`src/include/usbxa_pkg.sv`:
```
package usbxa_pkg;
   // special register addresses on the processor register port
   localparam logic [7:0] ADDR_INDIRECT_ADDRESS = 8'h96;
   localparam logic [7:0] ADDR_INDIRECT_DATA = 8'h97;
   localparam logic [7:0] ADDR_TRANSCEIVER_CONTROL = 8'hd7;
   // reset values
   localparam logic [7:0] RST_INDIRECT_ADDRESS = 8'h00;
   localparam logic [7:0] RST_INDIRECT_DATA = 8'h00;
   localparam logic [7:0] RST_TRANSCEIVER_CONTROL = 8'h00;
   // transceiver control fields
   localparam int XC_PULLUP_ENABLE = 7;
   localparam int XC_PHY_ENABLE = 6;
   localparam int XC_SPEED = 5;
   localparam int XC_TEST_HI = 4;
   localparam int XC_TEST_LO = 3;
   localparam int XC_DIFF_RX = 2;
   localparam int XC_DPLUS = 1;
   localparam int XC_DMINUS = 0;
   // indirect address fields
   localparam int IA_BUSY = 7;
   localparam int IA_AUTO_READ = 6;
   localparam int IA_TARGET_WIDTH = 6;
   // internal register space
   localparam logic [5:0] INT_ADDR_INDEX = 6'h0e;
   localparam int INT_DEPTH = 64;
   localparam int NUM_ENDPOINTS = 4;
   localparam int NUM_PIPES = 8;
   // internal read latency in cycles (memory register stage)
   localparam int READ_LATENCY = 1;
   // line test modes
   typedef enum logic [1:0] {
      USBXA_TEST_NORMAL = 2'b00,
      USBXA_TEST_J = 2'b01,
      USBXA_TEST_K = 2'b10,
      USBXA_TEST_SE0 = 2'b11
   } usbxa_test_t;
endpackage

```
`src/verilog/usbxa_regmem.sv`:
```
`timescale 1ns/100ps
// internal register store: indexed regions banked per endpoint, registered read data
module usbxa_regmem
   import usbxa_pkg::*;
#(
   parameter int ADDR_WIDTH = 6,
   parameter int BANKS = 4
) (
   // clock
   input wire logic clk_sys,
   // access
   input wire logic wr_en,
   input wire logic [ADDR_WIDTH+1:0] addr,
   input wire logic [7:0] wr_data,
   output logic [7:0] rd_data
);
   logic [7:0] mem [0:(BANKS << ADDR_WIDTH)-1];

   // storage has no reset: software sets registers before use
   always_ff @(posedge clk_sys) begin
      if (wr_en) begin
         mem[addr] <= wr_data;
      end
      rd_data <= mem[addr];
   end
endmodule // usbxa_regmem

```
`src/verilog/usbxa_top.sv`:
```
`timescale 1ns/100ps
// How it works
// - function only, full and low speed behaviour; no host logic exists here
// - eight pipes: endpoint 0 bidirectional, endpoints 1-3 each IN and OUT
// - speed bit one: full speed, pull-up on D+; zero: low speed, D-
// - pull-up connects only with enable bit set and VBUS present
// - internal registers reached only via address and data registers
module usbxa_top
   import usbxa_pkg::*;
(
   // clock and reset
   input wire logic clk_sys,
   input wire logic srst,
   // processor register port
   input wire logic [7:0] reg_addr,
   input wire logic reg_wr,
   input wire logic reg_rd,
   input wire logic [7:0] reg_wdata,
   output logic [7:0] reg_rdata,
   // bus pins and vbus sense (asynchronous)
   input wire logic dplus_in,
   input wire logic dminus_in,
   input wire logic vbus_present,
   // line drive
   output logic dplus_out,
   output logic dplus_oe,
   output logic dminus_out,
   output logic dminus_oe,
   output logic dplus_pullup_en,
   output logic dminus_pullup_en,
   output logic phy_suspend,
   output logic full_speed
);
   // pin synchronisers
   logic [2:0] pin_meta_reg;
   logic [2:0] pin_sync_reg;
   always_ff @(posedge clk_sys) begin
      pin_meta_reg <= {vbus_present, dplus_in, dminus_in};
      pin_sync_reg <= pin_meta_reg;
   end
   logic vbus_s, dplus_level, dminus_level;
   assign vbus_s = pin_sync_reg[2];
   assign dplus_level = pin_sync_reg[1];
   assign dminus_level = pin_sync_reg[0];

   // writable state
   logic pullup_enable_reg, pullup_enable_next;
   logic phy_enable_reg, phy_enable_next;
   logic speed_reg, speed_next;
   logic [1:0] phy_test_select_reg, phy_test_select_next;
   logic busy_reg, busy_next;
   logic auto_read_enable_reg, auto_read_enable_next;
   logic [5:0] indirect_target_address_reg, indirect_target_address_next;
   logic [7:0] indirect_data_reg, indirect_data_next;
   logic [1:0] ep_index_reg, ep_index_next;
   logic [READ_LATENCY:0] rd_pipe_reg, rd_pipe_next;

   // internal store access
   logic mem_wr;
   logic [7:0] mem_rdata;
   logic [7:0] mem_addr;
   logic indexed;
   logic differential_rx_state;

   // 0x10-0x17 are endpoint indexed, banked by the index register
   assign indexed = (indirect_target_address_reg[5:3] == 3'b010);
   assign mem_addr = {indexed ? ep_index_reg : 2'b00, indirect_target_address_reg};
   assign mem_wr = reg_wr && (reg_addr == ADDR_INDIRECT_DATA) && !busy_reg;
   assign differential_rx_state = phy_enable_reg & dplus_level & ~dminus_level;

   usbxa_regmem #(
      .ADDR_WIDTH(IA_TARGET_WIDTH),
      .BANKS(NUM_ENDPOINTS)
   ) u_regmem (
      .clk_sys(clk_sys),
      .wr_en(mem_wr),
      .addr(mem_addr),
      .wr_data(reg_wdata),
      .rd_data(mem_rdata)
   );

   // next-state for control and indirect window
   always_comb begin
      pullup_enable_next = pullup_enable_reg;
      phy_enable_next = phy_enable_reg;
      speed_next = speed_reg;
      phy_test_select_next = phy_test_select_reg;
      busy_next = busy_reg;
      auto_read_enable_next = auto_read_enable_reg;
      indirect_target_address_next = indirect_target_address_reg;
      indirect_data_next = indirect_data_reg;
      ep_index_next = ep_index_reg;
      rd_pipe_next = {rd_pipe_reg[READ_LATENCY-1:0], 1'b0};
      if (reg_wr && reg_addr == ADDR_TRANSCEIVER_CONTROL) begin
         pullup_enable_next = reg_wdata[XC_PULLUP_ENABLE];
         phy_enable_next = reg_wdata[XC_PHY_ENABLE];
         speed_next = reg_wdata[XC_SPEED];
         phy_test_select_next = reg_wdata[XC_TEST_HI:XC_TEST_LO];
      end
      if (reg_wr && reg_addr == ADDR_INDIRECT_ADDRESS) begin
         auto_read_enable_next = reg_wdata[IA_AUTO_READ];
         indirect_target_address_next = reg_wdata[IA_TARGET_WIDTH-1:0];
         // writing zero to busy leaves it alone
         if (reg_wdata[IA_BUSY] && !busy_reg) begin
            busy_next = 1'b1;
            rd_pipe_next[0] = 1'b1;
         end
      end
      // direct writes take effect immediately; mirror index for banking
      if (mem_wr) begin
         indirect_data_next = reg_wdata;
         if (indirect_target_address_reg == INT_ADDR_INDEX) begin
            ep_index_next = reg_wdata[1:0];
         end
      end
      // auto-read chains the next read off a data read
      if (reg_rd && reg_addr == ADDR_INDIRECT_DATA && auto_read_enable_reg && !busy_reg) begin
         busy_next = 1'b1;
         rd_pipe_next[0] = 1'b1;
      end
      // memory data valid: latch and drop busy
      if (rd_pipe_reg[READ_LATENCY]) begin
         indirect_data_next = mem_rdata;
         busy_next = 1'b0;
      end
   end

   always_ff @(posedge clk_sys) begin
      if (srst) begin
         pullup_enable_reg <= RST_TRANSCEIVER_CONTROL[XC_PULLUP_ENABLE];
         phy_enable_reg <= RST_TRANSCEIVER_CONTROL[XC_PHY_ENABLE];
         speed_reg <= RST_TRANSCEIVER_CONTROL[XC_SPEED];
         phy_test_select_reg <= RST_TRANSCEIVER_CONTROL[XC_TEST_HI:XC_TEST_LO];
         busy_reg <= RST_INDIRECT_ADDRESS[IA_BUSY];
         auto_read_enable_reg <= RST_INDIRECT_ADDRESS[IA_AUTO_READ];
         indirect_target_address_reg <= RST_INDIRECT_ADDRESS[IA_TARGET_WIDTH-1:0];
         indirect_data_reg <= RST_INDIRECT_DATA;
         ep_index_reg <= 2'h0;
         rd_pipe_reg <= '0;
      end else begin
         pullup_enable_reg <= pullup_enable_next;
         phy_enable_reg <= phy_enable_next;
         speed_reg <= speed_next;
         phy_test_select_reg <= phy_test_select_next;
         busy_reg <= busy_next;
         auto_read_enable_reg <= auto_read_enable_next;
         indirect_target_address_reg <= indirect_target_address_next;
         indirect_data_reg <= indirect_data_next;
         ep_index_reg <= ep_index_next;
         rd_pipe_reg <= rd_pipe_next;
      end
   end

   // read mux and line outputs, all registered
   logic [7:0] rdata_next;
   logic dplus_drv_next, dplus_en_next, dminus_drv_next, dminus_en_next;
   always_comb begin
      unique case (reg_addr)
         ADDR_INDIRECT_ADDRESS: rdata_next = {busy_reg, auto_read_enable_reg,
            indirect_target_address_reg};
         ADDR_INDIRECT_DATA: rdata_next = indirect_data_reg;
         ADDR_TRANSCEIVER_CONTROL: rdata_next = {pullup_enable_reg, phy_enable_reg,
            speed_reg, phy_test_select_reg, differential_rx_state, dplus_level,
            dminus_level};
         default: rdata_next = 8'h00;
      endcase
      // forced line states only while the transceiver runs
      dplus_drv_next = 1'b0;
      dminus_drv_next = 1'b0;
      dplus_en_next = 1'b0;
      dminus_en_next = 1'b0;
      if (phy_enable_reg) begin
         unique case (usbxa_test_t'(phy_test_select_reg))
            USBXA_TEST_NORMAL: begin
               dplus_en_next = 1'b0;
            end
            USBXA_TEST_J: begin
               dplus_drv_next = 1'b1;
               dplus_en_next = 1'b1;
               dminus_en_next = 1'b1;
            end
            USBXA_TEST_K: begin
               dminus_drv_next = 1'b1;
               dplus_en_next = 1'b1;
               dminus_en_next = 1'b1;
            end
            USBXA_TEST_SE0: begin
               dplus_en_next = 1'b1;
               dminus_en_next = 1'b1;
            end
         endcase
      end
   end

   always_ff @(posedge clk_sys) begin
      if (srst) begin
         reg_rdata <= 8'h00;
         dplus_out <= 1'b0;
         dplus_oe <= 1'b0;
         dminus_out <= 1'b0;
         dminus_oe <= 1'b0;
         dplus_pullup_en <= 1'b0;
         dminus_pullup_en <= 1'b0;
         phy_suspend <= 1'b1;
         full_speed <= 1'b0;
      end else begin
         reg_rdata <= rdata_next;
         dplus_out <= dplus_drv_next;
         dplus_oe <= dplus_en_next;
         dminus_out <= dminus_drv_next;
         dminus_oe <= dminus_en_next;
         dplus_pullup_en <= pullup_enable_reg & vbus_s & speed_reg;
         dminus_pullup_en <= pullup_enable_reg & vbus_s & ~speed_reg;
         phy_suspend <= ~phy_enable_reg;
         full_speed <= speed_reg;
      end
   end
endmodule // usbxa_top
```
`config.mk`:
```
export PLATFORM = sky130hd
export DESIGN_NAME = usbxa_top
export DESIGN_NICKNAME = d
export VERILOG_FILES = /design/src/include/usbxa_pkg.sv /design/src/verilog/usbxa_regmem.sv /design/src/verilog/usbxa_top.sv
export SDC_FILE = /design/constraint.sdc
export NUM_CORES = 2
export LEC_CHECK = 0
export ABC_AREA = 1
export CAP_MARGIN = 20
export CORE_ASPECT_RATIO = 0.5
export CORE_MARGIN = 10
export CORE_UTILIZATION = 41
export DETAILED_ROUTE_END_ITERATION = 6
export DONT_BUFFER_PORTS = 1
export PLACE_DENSITY_LB_ADDON = 0.15
export SYNTH_ARGS = -nofsm -noshare
export SYNTH_HDL_FRONTEND = slang
export SYNTH_SLANG_ARGS = --single-unit
```
`constraint.sdc`:
```
create_clock -name clk_sys -period 2.51 [get_ports clk_sys]
set_input_delay 0.502 -clock clk_sys [delete_from_list [all_inputs] [get_ports clk_sys]]
set_output_delay 0.502 -clock clk_sys [all_outputs]
set_load 0.03 [all_outputs]
```
=== After elaboration in Yosys (flattened, before gate mapping) ===
Memory sizes are Yosys's and may differ from the RTL's. A register that Yosys moved wholly into a read port is not among the register bits.
Index checks and enable logic that the tools add are counted.

* Register bits: 47
* Bits in latches: 0
* RAM bits: 2048
* Memory bits (read-only): 0
* Input bits: 23
* Output and inout bits: 16
* Word-level logic and storage cells: 72
* Memories kept: 1

* Add/sub/neg operators: 0
* $mul: 0
* Divide/modulo/power cells: 0
* Order comparisons: 0
* Equal/unequal tests: 8
* Shifts and indexed selects: 0
* Muxes and demuxes: 16
* Bitwise operators: 8
* Reduce and logical (&&, ||, !) cells: 18

{| class="wikitable"
|+ Memories
! name !! depth !! bits a word !! rd ports !! clocked after memory_dff !! write ports !! RTL line !! source
|-
| u_regmem.mem || 256 || 8 || 1 || 1 || 1 || usbxa_regmem.sv:17 || <nowiki>logic [7:0] mem [0:(BANKS << ADDR_WIDTH)-1];</nowiki>
|}

{| class="wikitable"
|+ Operators with widths
! operator !! number
|-
| equality test 8 bit, second input constant || 3
|-
| case mux 8 bit (3 select lines) || 1
|-
| two-way mux 8 bit || 2
|-
| two-way mux 1 bit || 11
|-
| logical AND 1 bit || 8
|-
| equality test 6 x 4 -> 1 bit, second input constant || 1
|-
| nonzero test 2 bit || 3
|-
| AND 1 bit || 5
|-
| equality test 2 bit, second input constant || 2
|-
| AND reduction 2 bit || 2
|-
| OR reduction 2 bit || 2
|-
| equality test 3 x 2 -> 1 bit, second input constant || 1
|-
| inverter 1 bit || 3
|-
| OR reduction 3 bit || 1
|-
| equality test 2 x 1 -> 1 bit, second input constant || 1
|-
| logical NOT 2 bit || 1
|-
| two-way mux 2 bit || 1
|-
| case mux 1 bit (2 select lines) || 1
|-
| logical NOT 1 bit || 1
|}

=== Depth between registers and ports, before layout ===
* Word-level depth: 6
* Gate-level depth with buffers: 17
* Depth with buffers taken out: 13

=== By module ===
A second synthesis with hierarchy kept.

* Cells, all modules: 8300
* Area, all modules: 86823.3 µm²

{| class="wikitable"
|+ Modules (own cells, without submodules)
! module !! instances !! cells an instance !! area an instance (µm²) !! seq. area each (µm²)
|-
| usbxa_regmem || 1 || 8021 || 84856.4 || 61659.1
|-
| usbxa_top || 1 || 279 || 1966.9 || 920.9
|}

=== Worst setup path before layout ===
OpenSTA, ideal clock, no wires.

* Path type: input-to-reg
* Start point: in reg_addr[5]
* End point: mem u_regmem.mem[23][0], enable pin
* Library setup time: 0.370 ns
* Arrival: 1.988 ns
* Required time: 2.140 ns
* Path slack: 0.152 ns
* Stages: 9
* Path buffers: 0
* Cell sequence: inv_1 nand2_1 nor3_1 nand2_1 inv_2 nand3_1 nor3_2 nand2_1 nor2_1

* Cells in the longest elaborated chain, start to end: 5

{| class="wikitable"
|+ Ends and longest elaborated chain
! what !! RTL line !! source
|-
| from (decl) || usbxa_top.sv:15 || <nowiki>input wire logic [7:0] reg_addr,</nowiki>
|-
| equality test 8 bit || usbxa_top.sv:68 || <nowiki>assign mem_wr = reg_wr && (reg_addr == ADDR_INDIRECT_DATA) && !busy_reg;</nowiki>
|-
| logical AND 1 bit (2 in series) || usbxa_top.sv:68 ||
|-
| two-way mux 1 bit || usbxa_regmem.sv:21 || <nowiki>if (wr_en) begin</nowiki>
|-
| two-way mux 1 bit (not written as such) || usbxa_regmem.sv:22 || <nowiki>mem[addr] <= wr_data;</nowiki>
|-
| to (decl) || usbxa_regmem.sv:17 ||
|}

No other way between the ends.

==> impl_metrics.yaml <==
route:
  wirelength_um: 209100
  vias: 56700
  via_per_inst: 4.646
  antenna_left: 0
  post_drt_wl_per_cell_um: 17.13
  dr.pass1.iters: 6
  drc: 0
  drtIter0Drc: 4621
power:
  p_sw_share_pct: 20.73
  pwr-share-comb_pct: 2.8
  internal_power_uw: 56140
  switchingPower_uw: 14680
  sequentialPowerShare_pct: 57.8
  irDropWorstVdd_mv: 0.5727
  p_clk_share_pct: 39.4
  p_leak_uw: 0.04275
  power_density_nw_per_um2: 689.8
clocking:
  cts_tree: "yes"
  path_clk_slew_ps: 70
  cts_root_buffer: "clkbuf_16"
  cts.sinks: 2102
  cts_max_level: 4
  cts_buffers: 199
  clk_latency_ps: 850
  cts_max_path_buffers: 4
sta:
  slew_viol_final: 0
  rsz0062_at_grt: "true"
  fmax_mhz: 405.7
  period_share_pct: 98.20
  setup_viol: 0
  relSlewSlack_pct: 33.61
  layout_min_cycle_time_ps: 2465
  whs_ps: -154.1
  tightest_slew_ps: 992.6
  finClkSkew_ps: 46.58
  worst_slack_ps: 45.26
  hold_violations: 90
yosys:
  netlist.area_leader.share_pct: 71.91
  synth_flop_cell: "edfxtp_1"
  synth-seq-area-share_pct: 73.17
  synthArstFlopShare_pct: 0
  ys_seq_elements: 2102
  yosysWarnings: 0
  yosys.cell_types.count: 27
  synth_area_leader_cell: "edfxtp_1"
  syn_inst: 7800
  synth_edf_count: 2048
  synth.area.top_cells: "edfxtp_1 (72%), nand2_1 (18%), nand3_1 (3.3%)"
  postSynthAreaPerCell_um2: 10.96
  synth_area_um2: 85520
critical_path:
  path_cells: "inv_8 > buf_12 > buf_16 > buf_12 > nand2_1 > nand2_1 > nand2_1 > nand3_1 > nand2_1 > nand2_1 > o21ai_1 > nand2_2 > nor2_4 > nor2_1 > nor2_2 > nand2_1"
  path_common_cell: "nand2_1"
  critPathKind: "register to register"
  path_max_fanout: 22
  crit_path_start_kind: "register"
  crit_path_top_delay_cell: "dfxtp_4"
  crit_required_ps: 3230
  critPathMaxStageDelay_ps: 400
  critPathArrivalTime_ps: 3180
  worst_setup_path_end_kind: "register"
placement:
  dp_slack_ps: -369.7
  dp_hpwl_um: 113900
  place_inst: 11830
  io_buffers: 0
  placed_area_um2: 96020
  place.gp.congestion: 0.8042
final_layout:
  fin_nets: 9323
  utilization_pct: 49.56
  largest_register_ffs: 2048
  final_area_um2: 102700
  stdcell_count: 12200
  syn_to_final_growth_pct: 20.03
  regMostFlops: "u_regmem.mem"
  drive_gt1_share_pct: 7.246
global_routing:
  antenna_found_initial: 5
  grt_pass1_wl_um: 316200
  grtUsageTotal_pct: 17.78
  grt.overflow.total: 0
  grt_pass1_vias: 53550
  grt_max_degree: 259
outcome:
  status: "complete, but fails checks"
  violations: "negative hold slack"
floorplan:
  die_y_um: 343.0
  die_x_um: 665.9
  start_util_pct: 41.29
  fp.dieArea_um2: 228400
  core_um2: 207100
  ioPinCount: 39
  fp-row-count: 118
min_path:
  hp-class: "primary input to register"
job:
  cap_violations: 0
[layer usage]
| metal | vias to the layer above | share of wire, % | GRT usage (%) |
|---|---|---|---|
| li1 | 27960 | - | - |
| met1 | 27260 | 47 | 25.31 |
| met2 | 1167 | 44 | 27.92 |
| met3 | 320 | 6.2 | 3.437 |
| met4 | 0 | 2.8 | 4.897 |
| met5 | - | 0 | 0 |
[path summary, 6_finish.rpt]
kind / slack, ps / endpoint / start / depth (start not counted)
setup reg to reg: 50 / u_regmem.rd_data[6] / indirect_target_address_reg[0] / 16
hold / removal: -150 / u_regmem.mem[11][2] / reg_wdata[2] / 0
setup / recovery: 50 / u_regmem.rd_data[6] / indirect_target_address_reg[0] / 16
hold reg to reg: 330 / pin_sync_reg[1] / pin_meta_reg[1] / 0
[cell families after synthesis]
logic type | synth area share [%]
other | 0.004385
and+or+nand+nor | 23.32
DFF | 73.17
AOI/OAI and AO/OA | 1.128
buffers and inverters | 2.377
[through the flow]
step                hold WS [ps]  TNS [ps]  total power, uW
global placement           313.1     -1043            43100
floorplan                  309.6         0            42760
CTS                       -246.8    -17.10            71360
global route              -227.1    -391.5            73470
detailed placement         316.1     -1101            43140
finish                    -154.1         0            70810
[power by group through the flow]
stage	Clock, uW	Sequential (uW)	Combinational [uW]
detailed placement	0	41700	1490
global placement	0	41600	1490
CTS	28600	40900	1800
finish	27900	40900	2020
global route	30000	41000	2380
floorplan	0	41600	1200
[placed cells by master (no fill, tap or decap), types with 4 or more instances in the layout]
master	instances
a21oi_1	16
a31oi_1	5
buf_12	78
buf_16	20
buf_4	275
clkbuf_1	57
clkbuf_16	205
clkbuf_8	6
clkinv_1	41
clkinv_2	28
conb_1	1344
dfxtp_1	52
dlygate4sd3_1	14
edfxtp_1	2048
inv_1	38
inv_2	4
nand2_1	4125
nand2_2	8
nand3_1	565
nand4_1	129
nor2_1	158
nor2_2	10
nor2_4	20
nor3_1	9
o21ai_0	85
o21ai_1	59
o21ai_2	8
o221ai_1	4
[final cells by class]
type                    instances  area (um^2)
repair buffers                394         4441
clock buffers                 265         5351
inverters                      46        214.0
fillers                     19080       104500
flip-flops and latches       2102        62590
multi-input cells            6557        26190
clock inverters                76        412.9
well taps                    2760         3453
diodes                          3        7.507
[Yosys cell counts (all sizes together), types with 4 or more instances]
cell type / instances
o21ai: 153
nand4: 129
a21oi: 16
clkbuf: 207
o221ai: 4
nor2: 188
buf: 231
a31oi: 5
nor3: 12
dfxtp: 54
nand3: 565
edfxtp: 2048
inv: 45
nand2: 4134
[critical path: cells and delay by family (launching register included)]
kind	cells	cell delay (ps)
AOI/OAI and AO/OA	1	150
buffers and inverters	4	650
DFF	1	400
and+or+nand+nor	11	1080
[repair_timing]
| action | CTS | global route |
|---|---|---|
| gates cloned | 0 | 3 |
| resized for setup | 36 | 49 |
| setup buffers | 2 | 0 |
| pin swaps | 6 | 11 |
| hold buffers | 21 | 6 |
| endpoints found under the setup margin | 7 | 8 |
| endpoints found under the hold margin | 1436 | 704 |
Power figures use the tool's default switching activity.
